[config.mk]
export PLATFORM = sky130hd
export DESIGN_NAME = pac_accumulator
export DESIGN_NICKNAME = d
export VERILOG_FILES = /design/src/core/pac_pkg.sv /design/src/core/pac_link_if.sv /design/src/core/pac_tick_gen.sv /design/src/core/pac_counter.sv /design/src/core/pac_accumulator.sv
export SDC_FILE = /design/constraint.sdc
export NUM_CORES = 1
export LEC_CHECK = 0
export BUFFER_PORTS_ARGS = -buffer_cell sky130_fd_sc_hd__buf_2
export CORE_MARGIN = 5
export CORE_UTILIZATION = 30
export DETAILED_ROUTE_END_ITERATION = 8
export PLACE_DENSITY = 0.6
export SETUP_SLACK_MARGIN = 0.15
export SKIP_LAST_GASP = 1
export SYNTH_ARGS = -nofsm -noshare
export SYNTH_HDL_FRONTEND = slang
export SYNTH_SLANG_ARGS = --single-unit
[constraint.sdc]
create_clock -name clock -period 2.95 [get_ports clock]
set_clock_uncertainty 0.2 [all_clocks]
set_input_delay 0.1475 -clock clock [delete_from_list [all_inputs] [get_ports clock]]
set_output_delay 0.1475 -clock clock [all_outputs]
set_load 0.02 [all_outputs]
[src/core/pac_pkg.sv]
package pac_pkg;

  // byte offsets of the apb register words
  localparam logic [7:0] PAC_OFF_CTRL  = 8'h00;
  localparam logic [7:0] PAC_OFF_COUNT = 8'h04;
  localparam logic [7:0] PAC_OFF_MASK  = 8'h08;
  localparam logic [7:0] PAC_OFF_FLAG  = 8'h0C;

  // control register fields
  localparam int PAC_CTRL_EN_BIT   = 6;
  localparam int PAC_CTRL_MODE_BIT = 5;
  localparam int PAC_CTRL_EDGE_BIT = 4;
  localparam int PAC_CTRL_SEL_BIT  = 2;

  // mask and flag register fields
  localparam int PAC_MASK_OVF_BIT  = 5;
  localparam int PAC_MASK_EDGE_BIT = 4;
  localparam int PAC_FLAG_OVF_BIT  = 5;
  localparam int PAC_FLAG_EDGE_BIT = 4;

  // reset value of single-bit state; compare five enable resets to its inverse
  localparam logic PAC_BIT_RST = 1'b0;

  // counter and tick divider sizes
  localparam int         PAC_CNT_W   = 8;
  localparam logic [7:0] PAC_CNT_MAX = 8'hFF;
  localparam int         PAC_TICK_DIV = 64;
  localparam int         PAC_TICK_W   = $clog2(PAC_TICK_DIV);
  localparam logic [PAC_TICK_W-1:0] PAC_TICK_LAST = PAC_TICK_W'(PAC_TICK_DIV - 1);
  localparam logic [PAC_TICK_W-1:0] PAC_TICK_RST  = '0;

  typedef logic [PAC_CNT_W-1:0] pac_byte_t;

endpackage

[src/core/pac_link_if.sv]
`timescale 1ns/1ps
interface pac_link_if;
  logic              tick;
  logic              pin_rise;
  logic              pin_fall;
  logic              pin_level;
  logic              cnt_inc;
  logic              cnt_wr;
  pac_pkg::pac_byte_t cnt_wdata;
  pac_pkg::pac_byte_t cnt_q;
  logic              cnt_wrap;

  modport gen (output tick, output pin_rise, output pin_fall, output pin_level);
  modport ctr (input cnt_inc, input cnt_wr, input cnt_wdata, output cnt_q, output cnt_wrap);
  modport top (input tick, input pin_rise, input pin_fall, input pin_level,
               output cnt_inc, output cnt_wr, output cnt_wdata, input cnt_q, input cnt_wrap);
endinterface

[src/core/pac_tick_gen.sv]
`timescale 1ns/1ps
module pac_tick_gen (
  input  wire logic clock,
  input  wire logic rst,
  input  wire logic clk_en,
  input  wire logic accum_input_pin,
  pac_link_if.gen   link
);

  logic [pac_pkg::PAC_TICK_W-1:0] div_q;
  logic                           pin_prev_q;
  logic                           prev_ok_q;

  // free-running divide-by-64, never stopped by the enable bit
  always_ff @(posedge clock or posedge rst) begin
    if (rst) begin
      div_q <= pac_pkg::PAC_TICK_RST;
    end else if (clk_en) begin
      div_q <= div_q + 1'b1;
    end
  end

  // previous pin level, trusted only after one sample
  always_ff @(posedge clock or posedge rst) begin
    if (rst) begin
      pin_prev_q <= pac_pkg::PAC_BIT_RST;
      prev_ok_q  <= pac_pkg::PAC_BIT_RST;
    end else if (clk_en) begin
      pin_prev_q <= accum_input_pin;
      prev_ok_q  <= 1'b1;
    end
  end

  // tick and edge strobes
  assign link.tick      = clk_en & (div_q == pac_pkg::PAC_TICK_LAST);
  assign link.pin_rise  = clk_en & prev_ok_q & accum_input_pin & ~pin_prev_q;
  assign link.pin_fall  = clk_en & prev_ok_q & ~accum_input_pin & pin_prev_q;
  assign link.pin_level = accum_input_pin;

endmodule

[src/core/pac_counter.sv]
`timescale 1ns/1ps
module pac_counter (
  input  wire logic clock,
  input  wire logic clk_en,
  pac_link_if.ctr   link
);

  pac_pkg::pac_byte_t cnt_q;

  // count holds no reset; a write wins over an increment
  always_ff @(posedge clock) begin
    if (clk_en) begin
      if (link.cnt_wr) begin
        cnt_q <= link.cnt_wdata;
      end else if (link.cnt_inc) begin
        cnt_q <= cnt_q + 1'b1;
      end
    end
  end

  // wrap from FF to 00 on a kept increment
  assign link.cnt_wrap = link.cnt_inc & ~link.cnt_wr & (cnt_q == pac_pkg::PAC_CNT_MAX);
  assign link.cnt_q    = cnt_q;

endmodule

[src/core/pac_accumulator.sv]
`timescale 1ns/1ps
module pac_accumulator (
  input  wire logic        clock,
  input  wire logic        rst,
  input  wire logic        clk_en,
  input  wire logic        psel,
  input  wire logic        penable,
  input  wire logic        pwrite,
  input  wire logic [7:0]  paddr,
  input  wire logic [31:0] pwdata,
  output logic      [31:0] prdata,
  output logic             pready,
  output logic             pslverr,
  input  wire logic        accum_input_pin,
  output logic             overflow_irq_req,
  output logic             edge_irq_req,
  output logic             compare_five_enable,
  output logic             capture_four_enable
);

  pac_link_if link ();

  // control and mask state
  logic en_q;
  logic en_d;
  logic mode_q;
  logic mode_d;
  logic edge_sel_q;
  logic edge_sel_d;
  logic sel_q;
  logic sel_d;
  logic ovf_ie_q;
  logic ovf_ie_d;
  logic edge_ie_q;
  logic edge_ie_d;

  // flag state
  logic ovf_flag_q;
  logic ovf_flag_d;
  logic edge_flag_q;
  logic edge_flag_d;

  // bus state
  logic        ready_q;
  logic        ready_d;
  logic [31:0] prdata_q;
  logic [31:0] prdata_d;

  // registered output state
  logic ovf_irq_q;
  logic ovf_irq_d;
  logic edge_irq_q;
  logic edge_irq_d;
  logic cmp5_q;
  logic cmp5_d;
  logic cap4_q;
  logic cap4_d;

  // bus decode wires
  logic setup_phase;
  logic access_phase;
  logic access_done;
  logic wr_done;
  logic hit_ctrl;
  logic hit_count;
  logic hit_mask;
  logic hit_flag;
  logic addr_hit;

  // write strobes
  logic wr_ctrl;
  logic wr_count;
  logic wr_mask;
  logic wr_flag;
  logic clr_ovf;
  logic clr_edge;

  // counting wires
  logic gate_open;
  logic sel_edge;
  logic event_inc;
  logic gated_inc;
  logic set_edge;
  logic set_ovf;

  // read data
  pac_pkg::pac_byte_t ctrl_rd;
  pac_pkg::pac_byte_t mask_rd;
  pac_pkg::pac_byte_t flag_rd;
  pac_pkg::pac_byte_t rd_byte;

  // tick divider and pin edge detector
  pac_tick_gen u_tick_gen (
    .clock           (clock),
    .rst             (rst),
    .clk_en          (clk_en),
    .accum_input_pin (accum_input_pin),
    .link            (link)
  );

  // 8-bit count register
  pac_counter u_counter (
    .clock  (clock),
    .clk_en (clk_en),
    .link   (link)
  );

  // apb phases
  assign setup_phase  = psel & ~penable;
  assign access_phase = psel & penable;
  assign access_done  = access_phase & pready;
  assign wr_done      = access_done & pwrite;

  // address decode, whole byte address compared
  assign hit_ctrl  = (paddr == pac_pkg::PAC_OFF_CTRL);
  assign hit_count = (paddr == pac_pkg::PAC_OFF_COUNT);
  assign hit_mask  = (paddr == pac_pkg::PAC_OFF_MASK);
  assign hit_flag  = (paddr == pac_pkg::PAC_OFF_FLAG);
  assign addr_hit  = hit_ctrl | hit_count | hit_mask | hit_flag;

  // answer once read data has been captured; frozen while clk_en low
  assign pready  = clk_en & ready_q & access_phase;
  assign pslverr = pready & ~addr_hit;
  assign prdata  = prdata_q;

  // ready follows one enabled edge after the request appears
  assign ready_d = psel & ~access_done;

  always_ff @(posedge clock or posedge rst) begin
    if (rst) begin
      ready_q <= pac_pkg::PAC_BIT_RST;
    end else if (clk_en) begin
      ready_q <= ready_d;
    end
  end

  // write strobes, effective only at the completing edge
  assign wr_ctrl  = wr_done & hit_ctrl;
  assign wr_count = wr_done & hit_count;
  assign wr_mask  = wr_done & hit_mask;
  assign wr_flag  = wr_done & hit_flag;

  // control register next values
  assign en_d       = wr_ctrl ? pwdata[pac_pkg::PAC_CTRL_EN_BIT]   : en_q;
  assign mode_d     = wr_ctrl ? pwdata[pac_pkg::PAC_CTRL_MODE_BIT] : mode_q;
  assign edge_sel_d = wr_ctrl ? pwdata[pac_pkg::PAC_CTRL_EDGE_BIT] : edge_sel_q;
  assign sel_d      = wr_ctrl ? pwdata[pac_pkg::PAC_CTRL_SEL_BIT]  : sel_q;

  // accumulator enable
  always_ff @(posedge clock or posedge rst) begin
    if (rst) begin
      en_q <= pac_pkg::PAC_BIT_RST;
    end else if (clk_en) begin
      en_q <= en_d;
    end
  end

  // mode: event or gated
  always_ff @(posedge clock or posedge rst) begin
    if (rst) begin
      mode_q <= pac_pkg::PAC_BIT_RST;
    end else if (clk_en) begin
      mode_q <= mode_d;
    end
  end

  // edge or gate polarity
  always_ff @(posedge clock or posedge rst) begin
    if (rst) begin
      edge_sel_q <= pac_pkg::PAC_BIT_RST;
    end else if (clk_en) begin
      edge_sel_q <= edge_sel_d;
    end
  end

  // capture four / compare five select
  always_ff @(posedge clock or posedge rst) begin
    if (rst) begin
      sel_q <= pac_pkg::PAC_BIT_RST;
    end else if (clk_en) begin
      sel_q <= sel_d;
    end
  end

  // interrupt enables next values
  assign ovf_ie_d  = wr_mask ? pwdata[pac_pkg::PAC_MASK_OVF_BIT]  : ovf_ie_q;
  assign edge_ie_d = wr_mask ? pwdata[pac_pkg::PAC_MASK_EDGE_BIT] : edge_ie_q;

  // interrupt enable bits
  always_ff @(posedge clock or posedge rst) begin
    if (rst) begin
      ovf_ie_q  <= pac_pkg::PAC_BIT_RST;
      edge_ie_q <= pac_pkg::PAC_BIT_RST;
    end else if (clk_en) begin
      ovf_ie_q  <= ovf_ie_d;
      edge_ie_q <= edge_ie_d;
    end
  end

  // gate open when pin is away from the blocking level
  assign gate_open = link.pin_level ^ edge_sel_q;

  // selected edge: rising when edge bit set, else falling
  assign sel_edge = edge_sel_q ? link.pin_rise : link.pin_fall;

  // event mode increments on the selected edge
  assign event_inc = ~mode_q & sel_edge;

  // gated mode increments on the tick while gate open
  assign gated_inc = mode_q & link.tick & gate_open;

  // nothing counts while disabled
  assign link.cnt_inc   = en_q & (event_inc | gated_inc);
  assign link.cnt_wr    = wr_count;
  assign link.cnt_wdata = pwdata[pac_pkg::PAC_CNT_W-1:0];

  // flag set terms
  assign set_ovf  = link.cnt_wrap;
  assign set_edge = en_q & sel_edge;

  // write-one-to-clear; zeros leave flags alone
  assign clr_ovf  = wr_flag & pwdata[pac_pkg::PAC_FLAG_OVF_BIT];
  assign clr_edge = wr_flag & pwdata[pac_pkg::PAC_FLAG_EDGE_BIT];

  // set wins over a clear in the same cycle
  assign ovf_flag_d  = set_ovf | (ovf_flag_q & ~clr_ovf);
  assign edge_flag_d = set_edge | (edge_flag_q & ~clr_edge);

  // overflow flag
  always_ff @(posedge clock or posedge rst) begin
    if (rst) begin
      ovf_flag_q <= pac_pkg::PAC_BIT_RST;
    end else if (clk_en) begin
      ovf_flag_q <= ovf_flag_d;
    end
  end

  // input edge flag
  always_ff @(posedge clock or posedge rst) begin
    if (rst) begin
      edge_flag_q <= pac_pkg::PAC_BIT_RST;
    end else if (clk_en) begin
      edge_flag_q <= edge_flag_d;
    end
  end

  // control read image, unimplemented bits zero
  always_comb begin
    ctrl_rd = '0;
    ctrl_rd[pac_pkg::PAC_CTRL_EN_BIT]   = en_q;
    ctrl_rd[pac_pkg::PAC_CTRL_MODE_BIT] = mode_q;
    ctrl_rd[pac_pkg::PAC_CTRL_EDGE_BIT] = edge_sel_q;
    ctrl_rd[pac_pkg::PAC_CTRL_SEL_BIT]  = sel_q;
  end

  // mask read image
  always_comb begin
    mask_rd = '0;
    mask_rd[pac_pkg::PAC_MASK_OVF_BIT]  = ovf_ie_q;
    mask_rd[pac_pkg::PAC_MASK_EDGE_BIT] = edge_ie_q;
  end

  // flag read image
  always_comb begin
    flag_rd = '0;
    flag_rd[pac_pkg::PAC_FLAG_OVF_BIT]  = ovf_flag_q;
    flag_rd[pac_pkg::PAC_FLAG_EDGE_BIT] = edge_flag_q;
  end

  // read select, unmapped reads as zero
  assign rd_byte = hit_ctrl  ? ctrl_rd :
                   hit_count ? link.cnt_q :
                   hit_mask  ? mask_rd :
                   hit_flag  ? flag_rd :
                   8'h00;

  // capture on an edge, so a read sees a whole count
  assign prdata_d = (psel & ~pwrite & ~ready_q) ? {24'h000000, rd_byte} : prdata_q;

  always_ff @(posedge clock or posedge rst) begin
    if (rst) begin
      prdata_q <= 32'h00000000;
    end else if (clk_en) begin
      prdata_q <= prdata_d;
    end
  end

  // interrupt requests gated by enables, flags untouched
  assign ovf_irq_d  = ovf_flag_d & ovf_ie_d;
  assign edge_irq_d = edge_flag_d & edge_ie_d;

  // request flops fed from next state, so no added latency
  always_ff @(posedge clock or posedge rst) begin
    if (rst) begin
      ovf_irq_q  <= pac_pkg::PAC_BIT_RST;
      edge_irq_q <= pac_pkg::PAC_BIT_RST;
    end else if (clk_en) begin
      ovf_irq_q  <= ovf_irq_d;
      edge_irq_q <= edge_irq_d;
    end
  end

  // capture four or compare five enable
  assign cmp5_d = ~sel_d;
  assign cap4_d = sel_d;

  // select flops; compare five is on after reset
  always_ff @(posedge clock or posedge rst) begin
    if (rst) begin
      cmp5_q <= ~pac_pkg::PAC_BIT_RST;
      cap4_q <= pac_pkg::PAC_BIT_RST;
    end else if (clk_en) begin
      cmp5_q <= cmp5_d;
      cap4_q <= cap4_d;
    end
  end

  // outputs straight from flops
  assign overflow_irq_req    = ovf_irq_q;
  assign edge_irq_req        = edge_irq_q;
  assign compare_five_enable = cmp5_q;
  assign capture_four_enable = cap4_q;

endmodule

# After elaboration in Yosys (flattened, before gate mapping)
# Cells that the tools add are included.
# totals
ff_bits,36
out_inout_bits,38
wordCells,89
# op_classes
addsub,2
eq_ne,5
n_mux,10
n_bitwise,50
n_reduce_logical,5
# op_table
operator,n
$and A1 B1 Y1,32
$mux W8,4
$eq A8 B4 Y1 const B,2
$mux W6,2
$not A1 Y1,11
$add A8 B1 Y8 const B,1
$eq A8 B3 Y1 const B,1
$eq A8 B8 Y1 const B,1
$logic_not A8 Y1,1
$add A6 B1 Y6 const B,1
$eq A6 B6 Y1 const B,1
$or A1 B1 Y1,6
$reduce_and A2 Y1,3
$mux W1,4
$reduce_bool A2 Y1,1
$xor A1 B1 Y1,1

# Depth between registers and ports, before layout
# Gate-level depths: netlist of run 1.
# logic_depth
word_depth,11
mapped_depth,7
ltp_nobuf,5

# Hierarchy
# Synthesis of run 1 repeated with hierarchy kept, for this count alone.
# unflattened
cells_unflattened,204
area_unflattened_um2,2068.2
# by_module_without_submodules
module,n_inst,cells_per_inst,area_per_inst_um2,seq_area_each_um2
pac_accumulator,1,126,1238.7,501.7
pac_counter,1,47,462.9,240.2
pac_tick_gen,1,31,366.6,200.2

# Worst setup path after synthesis of run 1
# No wires, ideal clock.
# synth_path
kind,in2reg
start,in paddr[1]
end,reg u_counter.cnt_q[0] (netlist: u_counter.link.cnt_q[0]) (enable)
arrival_ns,1.770
t_required_ns,2.421
path_slack_ns,0.651
cell_stages,6
n_path_buf,3
cell_sequence,or4_4 buf_6 or4_4 buf_6 buf_6 nand2_1
# synth_between
elab_chain_len,4
# synth_lines
element,line,rtl
start: declaration,pac_accumulator.sv:9,"input wire logic [7:0] paddr,"
$eq A8 B3 Y1,pac_accumulator.sv:116,assign hit_count = (paddr == pac_pkg::PAC_OFF_COUNT);
$and A1 B1 Y1,pac_accumulator.sv:139,assign wr_count = wr_done & hit_count;
$reduce_bool A2 Y1 (no source line),n/a,
$reduce_and A2 Y1 (no source line),n/a,
end signal: assignment,pac_counter.sv:14,cnt_q <= link.cnt_wdata;
end signal: assignment,pac_counter.sv:16,cnt_q <= cnt_q + 1'b1;
end: declaration,pac_counter.sv:8,pac_pkg::pac_byte_t cnt_q;
# Every way passes these cells.
# A chain may end at the register's enable or synchronous reset.

# Worst setup path after layout of run 1
# layout_path
start,in accum_input_pin
end,reg u_counter.cnt_q[2] (netlist: u_counter.link.cnt_q[2]) (enable)
# layout_between
elab_chain_len,9
word_cells_on_any_way,13
cone_classes,mux (1); bitwise (10); reduce/logical (2)
# layout_lines
element,line,rtl
start: declaration,pac_accumulator.sv:14,"input wire logic accum_input_pin,"
$not A1 Y1,pac_tick_gen.sv:37,assign link.pin_fall = clk_en & prev_ok_q & ~accum_input_pin & pin_prev_q;
$and A1 B1 Y1 (2 in series),pac_tick_gen.sv:37,
$mux W1,pac_accumulator.sv:204,assign sel_edge = edge_sel_q ? link.pin_rise : link.pin_fall;
$and A1 B1 Y1,pac_accumulator.sv:207,assign event_inc = ~mode_q & sel_edge;
$or A1 B1 Y1 (*),pac_accumulator.sv:213,assign link.cnt_inc = en_q & (event_inc | gated_inc);
$and A1 B1 Y1 (*),pac_accumulator.sv:213,
$reduce_bool A2 Y1 (no source line) (*),n/a,
$reduce_and A2 Y1 (no source line) (*),n/a,
# Every way passes the cells marked *; elsewhere a longest branch is shown, timed or not.

==> results.tsv, run 1 <==
stage	metric	value	unit
layout	layout-drive-gt1-share	0.2829	
layout	area_growth	16.88	%
global_routing	overflow	0	
worst_setup_path	setup.worst_path.class	input port to register	
yosys	synthArstFlopShare	0.7778	
sta	rsz0062_at_grt	false	
yosys	synth_most_common_cell	dfrtp_1	
yosys	synth_top_area_share	0.3267	
yosys	syn_avg_cell_area	10.24	um^2
placed_design	post-place-ws	0.5009	ns
cts	h-tree-depth	2	
placed_design	routabilityCongestion	0.7693	
worst_setup_path	critPathLaunch	accum_input_pin	
layout	finalNonFillerCells	331	
job	max_cap_violations	0	
sta	setup_slack	0.6896	ns
yosys	synth_common_cells	dfrtp_1 (27), buf_4 (24), nand2_1 (24)	
cts	clock-sinks	36	
global_routing	grt_use_total	0.1106	
global_routing	grt_pass1_wl	7.569	mm
power_and_ir_drop	powerDensity	472.4	mW/mm^2
yosys	ys_seq_area_frac	0.4555	
global_routing	grt_pass1_vias	1585	
floorplanning	die_w	93.03	um
sta	achievable-frequency	442.4	MHz
worst_setup_path	cp.arrival	2.02	ns
outcome	outcome	complete, no violations	
sta	tns	0	ns
drt	remaining_drc_errors	0	
floorplanning	placementRows	30	
placed_design	numPortBuffers	36	
worst_setup_path	crit_required	2.70	ns
yosys	syn_area	0.002068	mm^2
floorplanning	die-area	0.008655	mm^2
global_routing	grt_start_max_net_pins	29	
power_and_ir_drop	ir_drop	0.1790	mV
drt	drtAntennaViolNets	0	
floorplanning	die_h	93.03	um
worst_setup_path	slowest_stage	dlygate4sd3_1	
cts	cts_post_setup_buffers_inserted	0	
sta	fin_hold_ws	0.04392	ns
yosys	synthDistinctLibCells	41	
floorplanning	initial_core_util	0.3061	
worst_setup_path	slowest_delay	0.53	ns
cts	clk_pin_slew_worst_paths	0.07	ns
yosys	synth_edf_count	8	
cts	numCtsBuffers	5	
placed_design	place_inst	311	
worst_setup_path	path_cells	dlygate4sd3_1 -> buf_2 -> or3b_2 -> a211oi_1 -> nor2_1 -> nand2_1	
sta	slew_headroom	0.2871	
sta	hold_violations	0	
floorplanning	core-area	0.006756	mm^2
power_and_ir_drop	p_leak	1.117	nW
yosys	yosys_warnings	0	
worst_setup_path	startpoint_type	input port	
sta	drv_slew	0	
yosys	synth_flop_cell	dfrtp_1	
global_routing	antenna_found_initial	0	
drt	drt_iter0_drc	54	
cts	clockBufferDepth	2	
cts	cts-resized-gates	0	
sta	finalSetupViolations	0	
layout	fillerInstances	688	
yosys	synth_area_leaders	dfrtp_1 (33%), edfxtp_1 (12%), buf_4 (8.7%)	
layout	nNetsFinal	299	
worst_setup_path	worstPathBufferInverterCount	2	
cts	cts_tree	yes	
worst_hold_path	hp-class	input port to register	
drt	routed_via_density	4.616	
cts	insertion_delay	0.29	ns
worst_hold_path	hold_start	pwrite	
worst_setup_path	crit_path_end_kind	register	
placed_design	hpwl	3.379	mm
drt	vias	1528	
layout	num_antenna_cells	0	
sta	period_needed	2.260	ns
floorplanning	io_pins	85	
worst_setup_path	path_delay_family	simple AND/OR/NAND/NOR gates	
yosys	synth_cells	202	
worst_setup_path	crit_fanout	8	
drt	routed_wl	4.448	mm
yosys	synth_area_leader_cell	dfrtp_1	
drt	firstDrtPassIters	4	
yosys	synth_seq_cells	36	
sta	finalCritPeriodShare	0.7662	
sta	worstMarginPinSlew	1.068	ns
drt	detail_route.wl_per_cell	13.44	um
cts	root_buffer	clkbuf_8	
worst_setup_path	timing.rr.start	ready_q$_DFFE_PP0P_	
-- tightest hold or removal path, delay by kind of cell --
kind                   cells  cell delay [ns]
AOI/OAI and AO/OA          1             0.07
buffers and inverters      1             0.14
and+or+nand+nor            2             0.15
-- cell families after synthesis --
family | synth area share
mux | 0.07199
flops | 0.4555
fa+ha+maj | 0.01210
buf+inv | 0.1246
xor+xnor | 0.05082
other cells | 0.001813
compound gates | 0.07260
simple gates | 0.2105
-- layer usage --
| metal | routed length, um | share of wire | up-vias | global-route usage |
|---|---|---|---|---|
| li1 | - | - | 748 | - |
| met1 | 2024 | 0.46 | 737 | 0.1348 |
| met2 | 2176 | 0.49 | 38 | 0.1902 |
| met3 | 189 | 0.042 | 5 | 0.02333 |
| met4 | 59 | 0.013 | 0 | 0.04396 |
| met5 | 0 | 0 | - | 0 |
-- report_power, final --
part / switching, mW / total [mW] / internal (mW)
combinational: 0.108 / 0.193 / 0.0842
clock: 0.181 / 0.341 / 0.160
sequential: 0.0455 / 0.608 / 0.562
-- cell type report --
class	instances	area (um^2)	share of cell area
tap	80	100.1	0.04141
sequential	36	942.2	0.3898
inverter	6	22.52	0.009317
multi-input combinational	151	954.7	0.3949
clock inverter	3	13.76	0.005694
clock buffer	5	68.82	0.02847
timing repair buffer	50	315.3	0.1304
-- worst paths after layout --
kind                                                     end  slack, ns  depth (start not counted)
setup / recovery           u_counter.link.cnt_q[2]$_DFFE_PP_       0.69                          6
hold reg to reg                        prdata[0]$_DFFE_PP0P_       0.27                          2
hold / removal                        ovf_flag_q$_DFFE_PP0P_       0.04                          4
max in group asynchronous              prdata[5]$_DFFE_PP0P_       1.45                          3
setup reg to reg           u_counter.link.cnt_q[2]$_DFFE_PP_       0.78                          3
min in group asynchronous                ready_q$_DFFE_PP0P_       0.46                          3
-- repair_timing --
action,4_1_cts,5_1_grt
hold buffers,12,0
endpoints found under the setup margin,0,0
endpoints found under the hold margin,39,0
-- stage by stage --
stage | cell area, um^2 | utilization | total power, mW
6_report | 2417 | 0.3578 | 1.142
2_1_floorplan | 2155 | - | 0.7664
5_1_grt | 2417 | 0.3578 | 1.207
4_1_cts | 2417 | 0.3578 | 1.155
3_5_place_dp | 2215 | 0.3278 | 0.7979
3_3_place_gp | 2215 | 0.3278 | 0.7922
-- cell usage in the layout, fill, tap and decap left out, types with 2 or more instances in the layout --
master	count
clkinv_2	2
o41ai_1	2
xor2_1	4
conb_1	24
or4_4	2
a21oi_2	7
xnor2_1	8
edfxtp_1	8
nor3_1	6
a221oi_1	3
nand2_1	24
dfrtp_1	27
nor2_1	18
mux2_2	7
buf_4	2
or3_1	2
clkbuf_8	5
dlygate4sd3_1	12
nand4_1	6
buf_2	36
mux4_2	2
inv_1	6
or2_2	2
and2_1	3
nand3_1	12
ha_1	2
nor2_2	2
nand3b_1	3
Note: power is estimated with default switching activity, not from simulation.
==> inputs of run 2 (changes only) <==
--- a/config.mk
+++ b/config.mk
@@ -5,6 +5,7 @@
 export SDC_FILE = /design/constraint.sdc
 export NUM_CORES = 1
 export LEC_CHECK = 0
+export ABC_AREA = 1
 export BUFFER_PORTS_ARGS = -buffer_cell sky130_fd_sc_hd__buf_2
 export CORE_MARGIN = 5
 export CORE_UTILIZATION = 30
==> constraint.sdc (replaced) <==
create_clock -name clock -period 2.26 [get_ports clock]
set_clock_uncertainty 0.2 [all_clocks]
set_input_delay 0.113 -clock clock [delete_from_list [all_inputs] [get_ports clock]]
set_output_delay 0.113 -clock clock [all_outputs]
set_load 0.02 [all_outputs]
==> run 2 against run 1 <==
Against the previous run:
- critical path depth did not move
- setup slack got worse by 0.49 ns
- first-iteration DRC count rose by 70%
- count of clock-buffer cells in the layout rose by 3
- sequential power rose by 33%
- critical path type unchanged
==> results.tsv, run 2 <==
stage	metric	value	unit
outcome	outcome	complete, no violations	
worst_setup_path	crit_fanout	9	
cts	cts_tree	yes	
layout	post-route-util	0.3750	
yosys	synth_edf_count	8	
worst_hold_path	hp-class	input port to register	
layout	final_common_cell	nand2_1	
global_routing	overflow	0	
global_routing	antenna_found_initial	0	
yosys	syn_area	0.002097	mm^2
worst_setup_path	rr_worst_depth	6	
global_routing	grt_pass1_vias	1634	
sta	finalSetupViolations	0	
worst_setup_path	path_delay_family	buffers and inverters	
sta	drv_slew	0	
placed_design	place_inst	400	
floorplanning	io_pins	85	
cts	numCtsBuffers	5	
power_and_ir_drop	p_leak	1.292	nW
cts	cts_post_setup_buffers_inserted	0	
drt	routed_wl	4.596	mm
yosys	ys_seq_area_frac	0.4493	
yosys	synth_cells	269	
layout	fillerInstances	713	
yosys	synthDistinctLibCells	26	
worst_setup_path	rrSetupSlack	0.49	ns
worst_setup_path	path_common_cell	dlygate4sd3_1	
yosys	yosys_warnings	0	
floorplanning	placementRows	30	
yosys	synth_area_leaders	dfrtp_1 (32%), nand2_1 (14%), edfxtp_1 (11%)	
worst_setup_path	worstPathBufferInverterCount	4	
placed_design	hpwl	3.608	mm
layout	num_antenna_cells	0	
yosys	synth_flop_cell	dfrtp_1	
drt	vias	1761	
sta	finalCritPeriodShare	0.9106	
job	max_cap_violations	0	
layout	final_cell_mix	nand2_1 (81), buf_2 (35), inv_1 (30)	
worst_setup_path	path_cells	dlygate4sd3_1 -> buf_4 -> nand2_1 -> dlygate4sd3_1 -> o21ai_0 -> dlygate4sd3_1	
worst_setup_path	cp.arrival	2.03	ns
floorplanning	die-area	0.008762	mm^2
worst_hold_path	holdPathStages	5	
floorplanning	initial_core_util	0.3087	
yosys	synthArstFlopShare	0.7778	
yosys	synth_area_leader_cell	dfrtp_1	
drt	remaining_drc_errors	0	
power_and_ir_drop	ir_drop	0.4460	mV
worst_setup_path	crit_required	2.23	ns
cts	clockBufferDepth	2	
floorplanning	die_w	93.61	um
cts	clock-sinks	36	
floorplanning	die_h	93.61	um
placed_design	numPortBuffers	36	
worst_setup_path	timing.rr.start	ready_q$_DFFE_PP0P_	
worst_setup_path	startpoint_type	input port	
layout	nNetsFinal	374	
cts	h-tree-depth	2	
global_routing	grt_pass1_wl	7.479	mm
global_routing	grt_start_max_net_pins	21	
global_routing	grt_use_total	0.1069	
drt	drt_iter0_drc	92	
cts	root_buffer	clkbuf_8	
yosys	synth_seq_cells	36	
sta	fin_hold_ws	0.009413	ns
sta	tns	0	ns
worst_hold_path	min_to	ready_q$_DFFE_PP0P_	
sta	achievable-frequency	485.9	MHz
layout	multiInputGateArea	923.4	um^2
power_and_ir_drop	powerDensity	633.0	mW/mm^2
worst_setup_path	setup.worst_path.class	input port to register	
yosys	synth_common_cells	nand2_1 (81), inv_1 (30), dfrtp_1 (27)	
sta	period_needed	2.058	ns
layout	seqCellArea	942.2	um^2
yosys	syn_avg_cell_area	7.796	um^2
yosys	synth_top_area_share	0.3222	
worst_hold_path	hold_start	psel	
layout	area_growth	21.48	%
worst_setup_path	slowest_stage	dlygate4sd3_1	
yosys	synth_most_common_cell	nand2_1	
floorplanning	core-area	0.006794	mm^2
cts	clk_pin_slew_worst_paths	0.07	ns
sta	hold_violations	0	
placed_design	routabilityCongestion	0.8197	
drt	firstDrtPassIters	4	
layout	finalNonFillerCells	422	
power_and_ir_drop	finalPower	1.613	mW
drt	detail_route.wl_per_cell	10.89	um
layout	layout-drive-gt1-share	0.1718	
worst_setup_path	slowest_delay	0.56	ns
cts	insertion_delay	0.29	ns
sta	rsz0062_at_grt	false	
drt	routed_via_density	4.173	
drt	drtAntennaViolNets	0	
worst_setup_path	crit_path_end_kind	register	
worst_setup_path	worst_r2r_endpoint	u_counter.link.cnt_q[1]$_DFFE_PP_	
==> run 2: changes by cell type in the layout (fill, tap and decap cells not counted), moves of 5 or more <==
cell,delta
a21oi_2,-7
nor3_1,-5
nor2_1,+7
mux2_2,-7
xnor2_1,-5
nand2_1,+57
inv_1,+24
o21ai_0,+12
o21ai_1,+5
a21oi_1,+9
==> run 2: final cells by class <==
| class | instances | area share |
|---|---|---|
| Timing Repair Buffer | 53 | 0.1356 |
| Multi-Input combinational cell | 198 | 0.3625 |
| Tap cell | 96 | 0.04715 |
| Sequential cell | 36 | 0.3698 |
| Inverter | 31 | 0.04568 |
| Clock buffer | 8 | 0.03929 |
==> run 2: cell families (layout without fill, tap and decap cells) <==
family,after synthesis,count (layout),synth area share
compound gates,28,28,0.06802
simple gates,134,134,0.2757
buf+inv,58,92,0.1515
other cells,1,24,0.001788
xor+xnor,10,10,0.04177
flops,36,36,0.4493
fa+ha+maj,2,2,0.01193
==> run 2: worst min-delay path, cell delays in order <==
cell and delay, ns:
buf_2 0.08, nand2_2 0.09, inv_1 0.08, nand2_1 0.05, o21ai_0 0.06
==> run 2: worst max-delay path by stage <==
| stage | startpoint | slack [ns] | depth (start not counted) | endpoint |
|---|---|---|---|---|
| floorplan | ready_q$_DFFE_PP0P_ | 0.55 | 6 | u_counter.link.cnt_q[0]$_DFFE_PP_ |
| global placement | paddr[4] | 0.40 | 8 | u_counter.link.cnt_q[1]$_DFFE_PP_ |
| detailed placement | paddr[6] | 0.38 | 8 | u_counter.link.cnt_q[1]$_DFFE_PP_ |
| CTS | clk_en | 0.21 | 6 | u_tick_gen.pin_prev_q$_DFFE_PP0P_ |
| global route | clk_en | 0.16 | 6 | u_tick_gen.pin_prev_q$_DFFE_PP0P_ |
| finish | clk_en | 0.20 | 6 | u_tick_gen.pin_prev_q$_DFFE_PP0P_ |
==> run 2: repair_timing <==
action	4_1_cts	5_1_grt
hold endpoints to repair	46	0
endpoints found under the setup margin	0	9
hold buffers	14	0
resized for setup	0	2
==> run 2: through the flow <==
step	area [um^2]	setup slack (ns)
2_1_floorplan	2183	0.5457
3_3_place_gp	2305	0.4029
3_5_place_dp	2305	0.3830
4_1_cts	2545	0.2104
5_1_grt	2547	0.1629
6_report	2547	0.2021
==> run 2: power breakdown <==
group | total (mW) | internal [mW] | switching [mW] | leakage [nW]
clock | 0.512 | 0.278 | 0.233 | 0.0515
sequential | 0.809 | 0.745 | 0.0637 | 0.427
combinational | 0.292 | 0.115 | 0.177 | 0.814
total | 1.61 | 1.14 | 0.474 | 1.29
==> run 2: layer usage <==
layer,vias to the layer above,global-route usage,routed length (um)
met4,0,0.03249,34
li1,905,-,-
met3,5,0.02816,268
met5,-,0,0
met1,810,0.1403,2102
met2,41,0.1721,2190
==> inputs of run 3 (changes only) <==
--- a/config.mk
+++ b/config.mk
@@ -7,8 +7,10 @@
 export LEC_CHECK = 0
 export ABC_AREA = 1
 export BUFFER_PORTS_ARGS = -buffer_cell sky130_fd_sc_hd__buf_2
+export CORE_ASPECT_RATIO = 2
 export CORE_MARGIN = 5
 export CORE_UTILIZATION = 30
+export CTS_BUF_LIST = sky130_fd_sc_hd__clkbuf_8
 export DETAILED_ROUTE_END_ITERATION = 8
 export PLACE_DENSITY = 0.6
 export SETUP_SLACK_MARGIN = 0.15
@@ -16,3 +18,4 @@
 export SYNTH_ARGS = -nofsm -noshare
 export SYNTH_HDL_FRONTEND = slang
 export SYNTH_SLANG_ARGS = --single-unit
+export TNS_END_PERCENT = 100
==> run 3 against run 2 <==
Against the previous run:
- first-iteration DRC count up 3.3%
- die area up 1.2%
- worst hold slack better by 0.089 ns
- global-route usage up 0.51 points
- count of clock-buffer cells in the layout down 3
- critical path depth up 2
- cell count down 1.7%
- critical path type unchanged
- critical endpoint is now u_counter.link.cnt_q[2]$_DFFE_PP_
- largest cell class unchanged
- highest routed layer unchanged
==> results.tsv, run 3 (same netlist as run 2, synthesis figures left out) <==
stage	metric	value	unit
sta	achievable-frequency	513.7	MHz
global_routing	grt_pass1_wl	7.976	mm
worst_setup_path	rrSetupSlack	0.49	ns
layout	design_area	0.002586	mm^2
worst_setup_path	startpoint_type	input port	
layout	final_cell_mix	nand2_1 (81), buf_2 (36), inv_1 (30)	
floorplanning	initial_core_util	0.3045	
global_routing	grt_use_total	0.1120	
placed_design	routabilityCongestion	0.8652	
worst_setup_path	setup.worst_path.class	input port to register	
cts	h-tree-depth	2	
drt	detail_route.wl_per_cell	11.48	um
cts	clk_pin_slew_worst_paths	0.08	ns
cts	numCtsBuffers	5	
power_and_ir_drop	powerDensity	727.6	mW/mm^2
floorplanning	io_pins	85	
sta	tns	0	ns
layout	final_common_cell	nand2_1	
layout	nNetsFinal	373	
cts	clock-sinks	36	
cts	insertion_delay	0.29	ns
sta	hold_violations	0	
placed_design	numPortBuffers	36	
placed_design	hpwl	3.885	mm
floorplanning	die_w	69.12	um
job	max_cap_violations	0	
layout	area_growth	23.33	%
sta	fin_hold_ws	0.09812	ns
layout	fillerInstances	727	
sta	period_needed	1.947	ns
placed_design	place_area	0.002297	mm^2
worst_setup_path	cp.arrival	1.68	ns
sta	finalSetupViolations	0	
sta	setup_slack	0.3133	ns
cts	root_buffer	clkbuf_8	
layout	num_antenna_cells	0	
global_routing	antenna_found_initial	0	
global_routing	grt_pass1_vias	1830	
global_routing	overflow	0	
power_and_ir_drop	ir_drop	0.2355	mV
floorplanning	die-area	0.008864	mm^2
floorplanning	core-area	0.006887	mm^2
cts	cts-resized-gates	0	
worst_setup_path	crit_path_end_kind	register	
layout	layout-drive-gt1-share	0.1754	
drt	remaining_drc_errors	0	
drt	routed_via_density	4.328	
sta	rsz0062_at_grt	false	
sta	drv_slew	0	
worst_setup_path	crit_fanout	8	
power_and_ir_drop	p_leak	1.313	nW
drt	vias	1796	
sta	finalCritPeriodShare	0.8614	
outcome	outcome	complete, no violations	
drt	routed_wl	4.766	mm
drt	drt_iter0_drc	95	
global_routing	grt_start_max_net_pins	29	
placed_design	post-place-ws	0.3871	ns
worst_hold_path	hp-class	input port to register	
worst_setup_path	rr_worst_depth	6	
floorplanning	placementRows	43	
drt	firstDrtPassIters	4	
worst_setup_path	crit_required	1.99	ns
floorplanning	die_h	128.2	um
worst_hold_path	holdPathStages	6	
cts	clockBufferDepth	2	
drt	drtAntennaViolNets	0	
cts	cts_tree	yes	
run 3: path summary, 6_finish.rpt:
check,start,end
max reg2reg,ready_q$_DFFE_PP0P_,u_counter.link.cnt_q[2]$_DFFE_PP_
min,paddr[2],edge_flag_q$_DFFE_PP0P_
max in group asynchronous,rst,compare_five_enable$_DFFE_PP1P_
max,clk_en,u_counter.link.cnt_q[2]$_DFFE_PP_
min in group asynchronous,rst,ready_q$_DFFE_PP0P_
min reg2reg,compare_five_enable$_DFFE_PP1P_,compare_five_enable$_DFFE_PP1P_
run 3: what timing repair did:
| action | in CTS | in global routing |
|---|---|---|
| hold endpoints to repair | 45 | 0 |
| hold buffers | 13 | 0 |
| buffers inserted | 0 | 0 |
run 3: cell type report:
class | count | area [um^2] | area share
Sequential cell | 36 | 942.2 | 0.3643
Multi-Input combinational cell | 198 | 923.4 | 0.3570
Timing Repair Buffer | 52 | 332.8 | 0.1287
Inverter | 31 | 116.4 | 0.04499
Tap cell | 90 | 112.6 | 0.04354
Clock inverter | 3 | 90.09 | 0.03483
Clock buffer | 5 | 68.82 | 0.02661
run 3: layer usage:
layer	track usage	up-vias	share of wire	wire, um
li1	-	900	-	-
met1	0.09784	824	0.33	1562
met2	0.2207	57	0.56	2679
met3	0.02747	15	0.061	293
met4	0.06904	0	0.048	231
met5	0	-	0	0
run 3: metrics by stage:
stage | utilization | total power [mW] | cells
after floorplan | - | 1.039 | 292
after detailed placement | 0.3336 | 1.095 | 394
after global placement | 0.3336 | 1.087 | 394
final | 0.3755 | 1.882 | 415
after CTS | 0.3755 | 1.896 | 415
after global routing | 0.3755 | 1.966 | 415
run 3: critical path, cell delays in order:
cell	delay, ns
dlygate4sd3_1	0.52
buf_2	0.17
nand2_2	0.09
nor2_4	0.15
nand2_4	0.09
nor2_4	0.13
inv_1	0.09
nand3_1	0.33
run 3: power by group:
group / switching [mW] / internal, mW / leakage (nW) / total (mW)
clock: 0.232 / 0.552 / 0.0784 / 0.784
sequential: 0.0665 / 0.745 / 0.427 / 0.812
combinational: 0.173 / 0.113 / 0.808 / 0.286
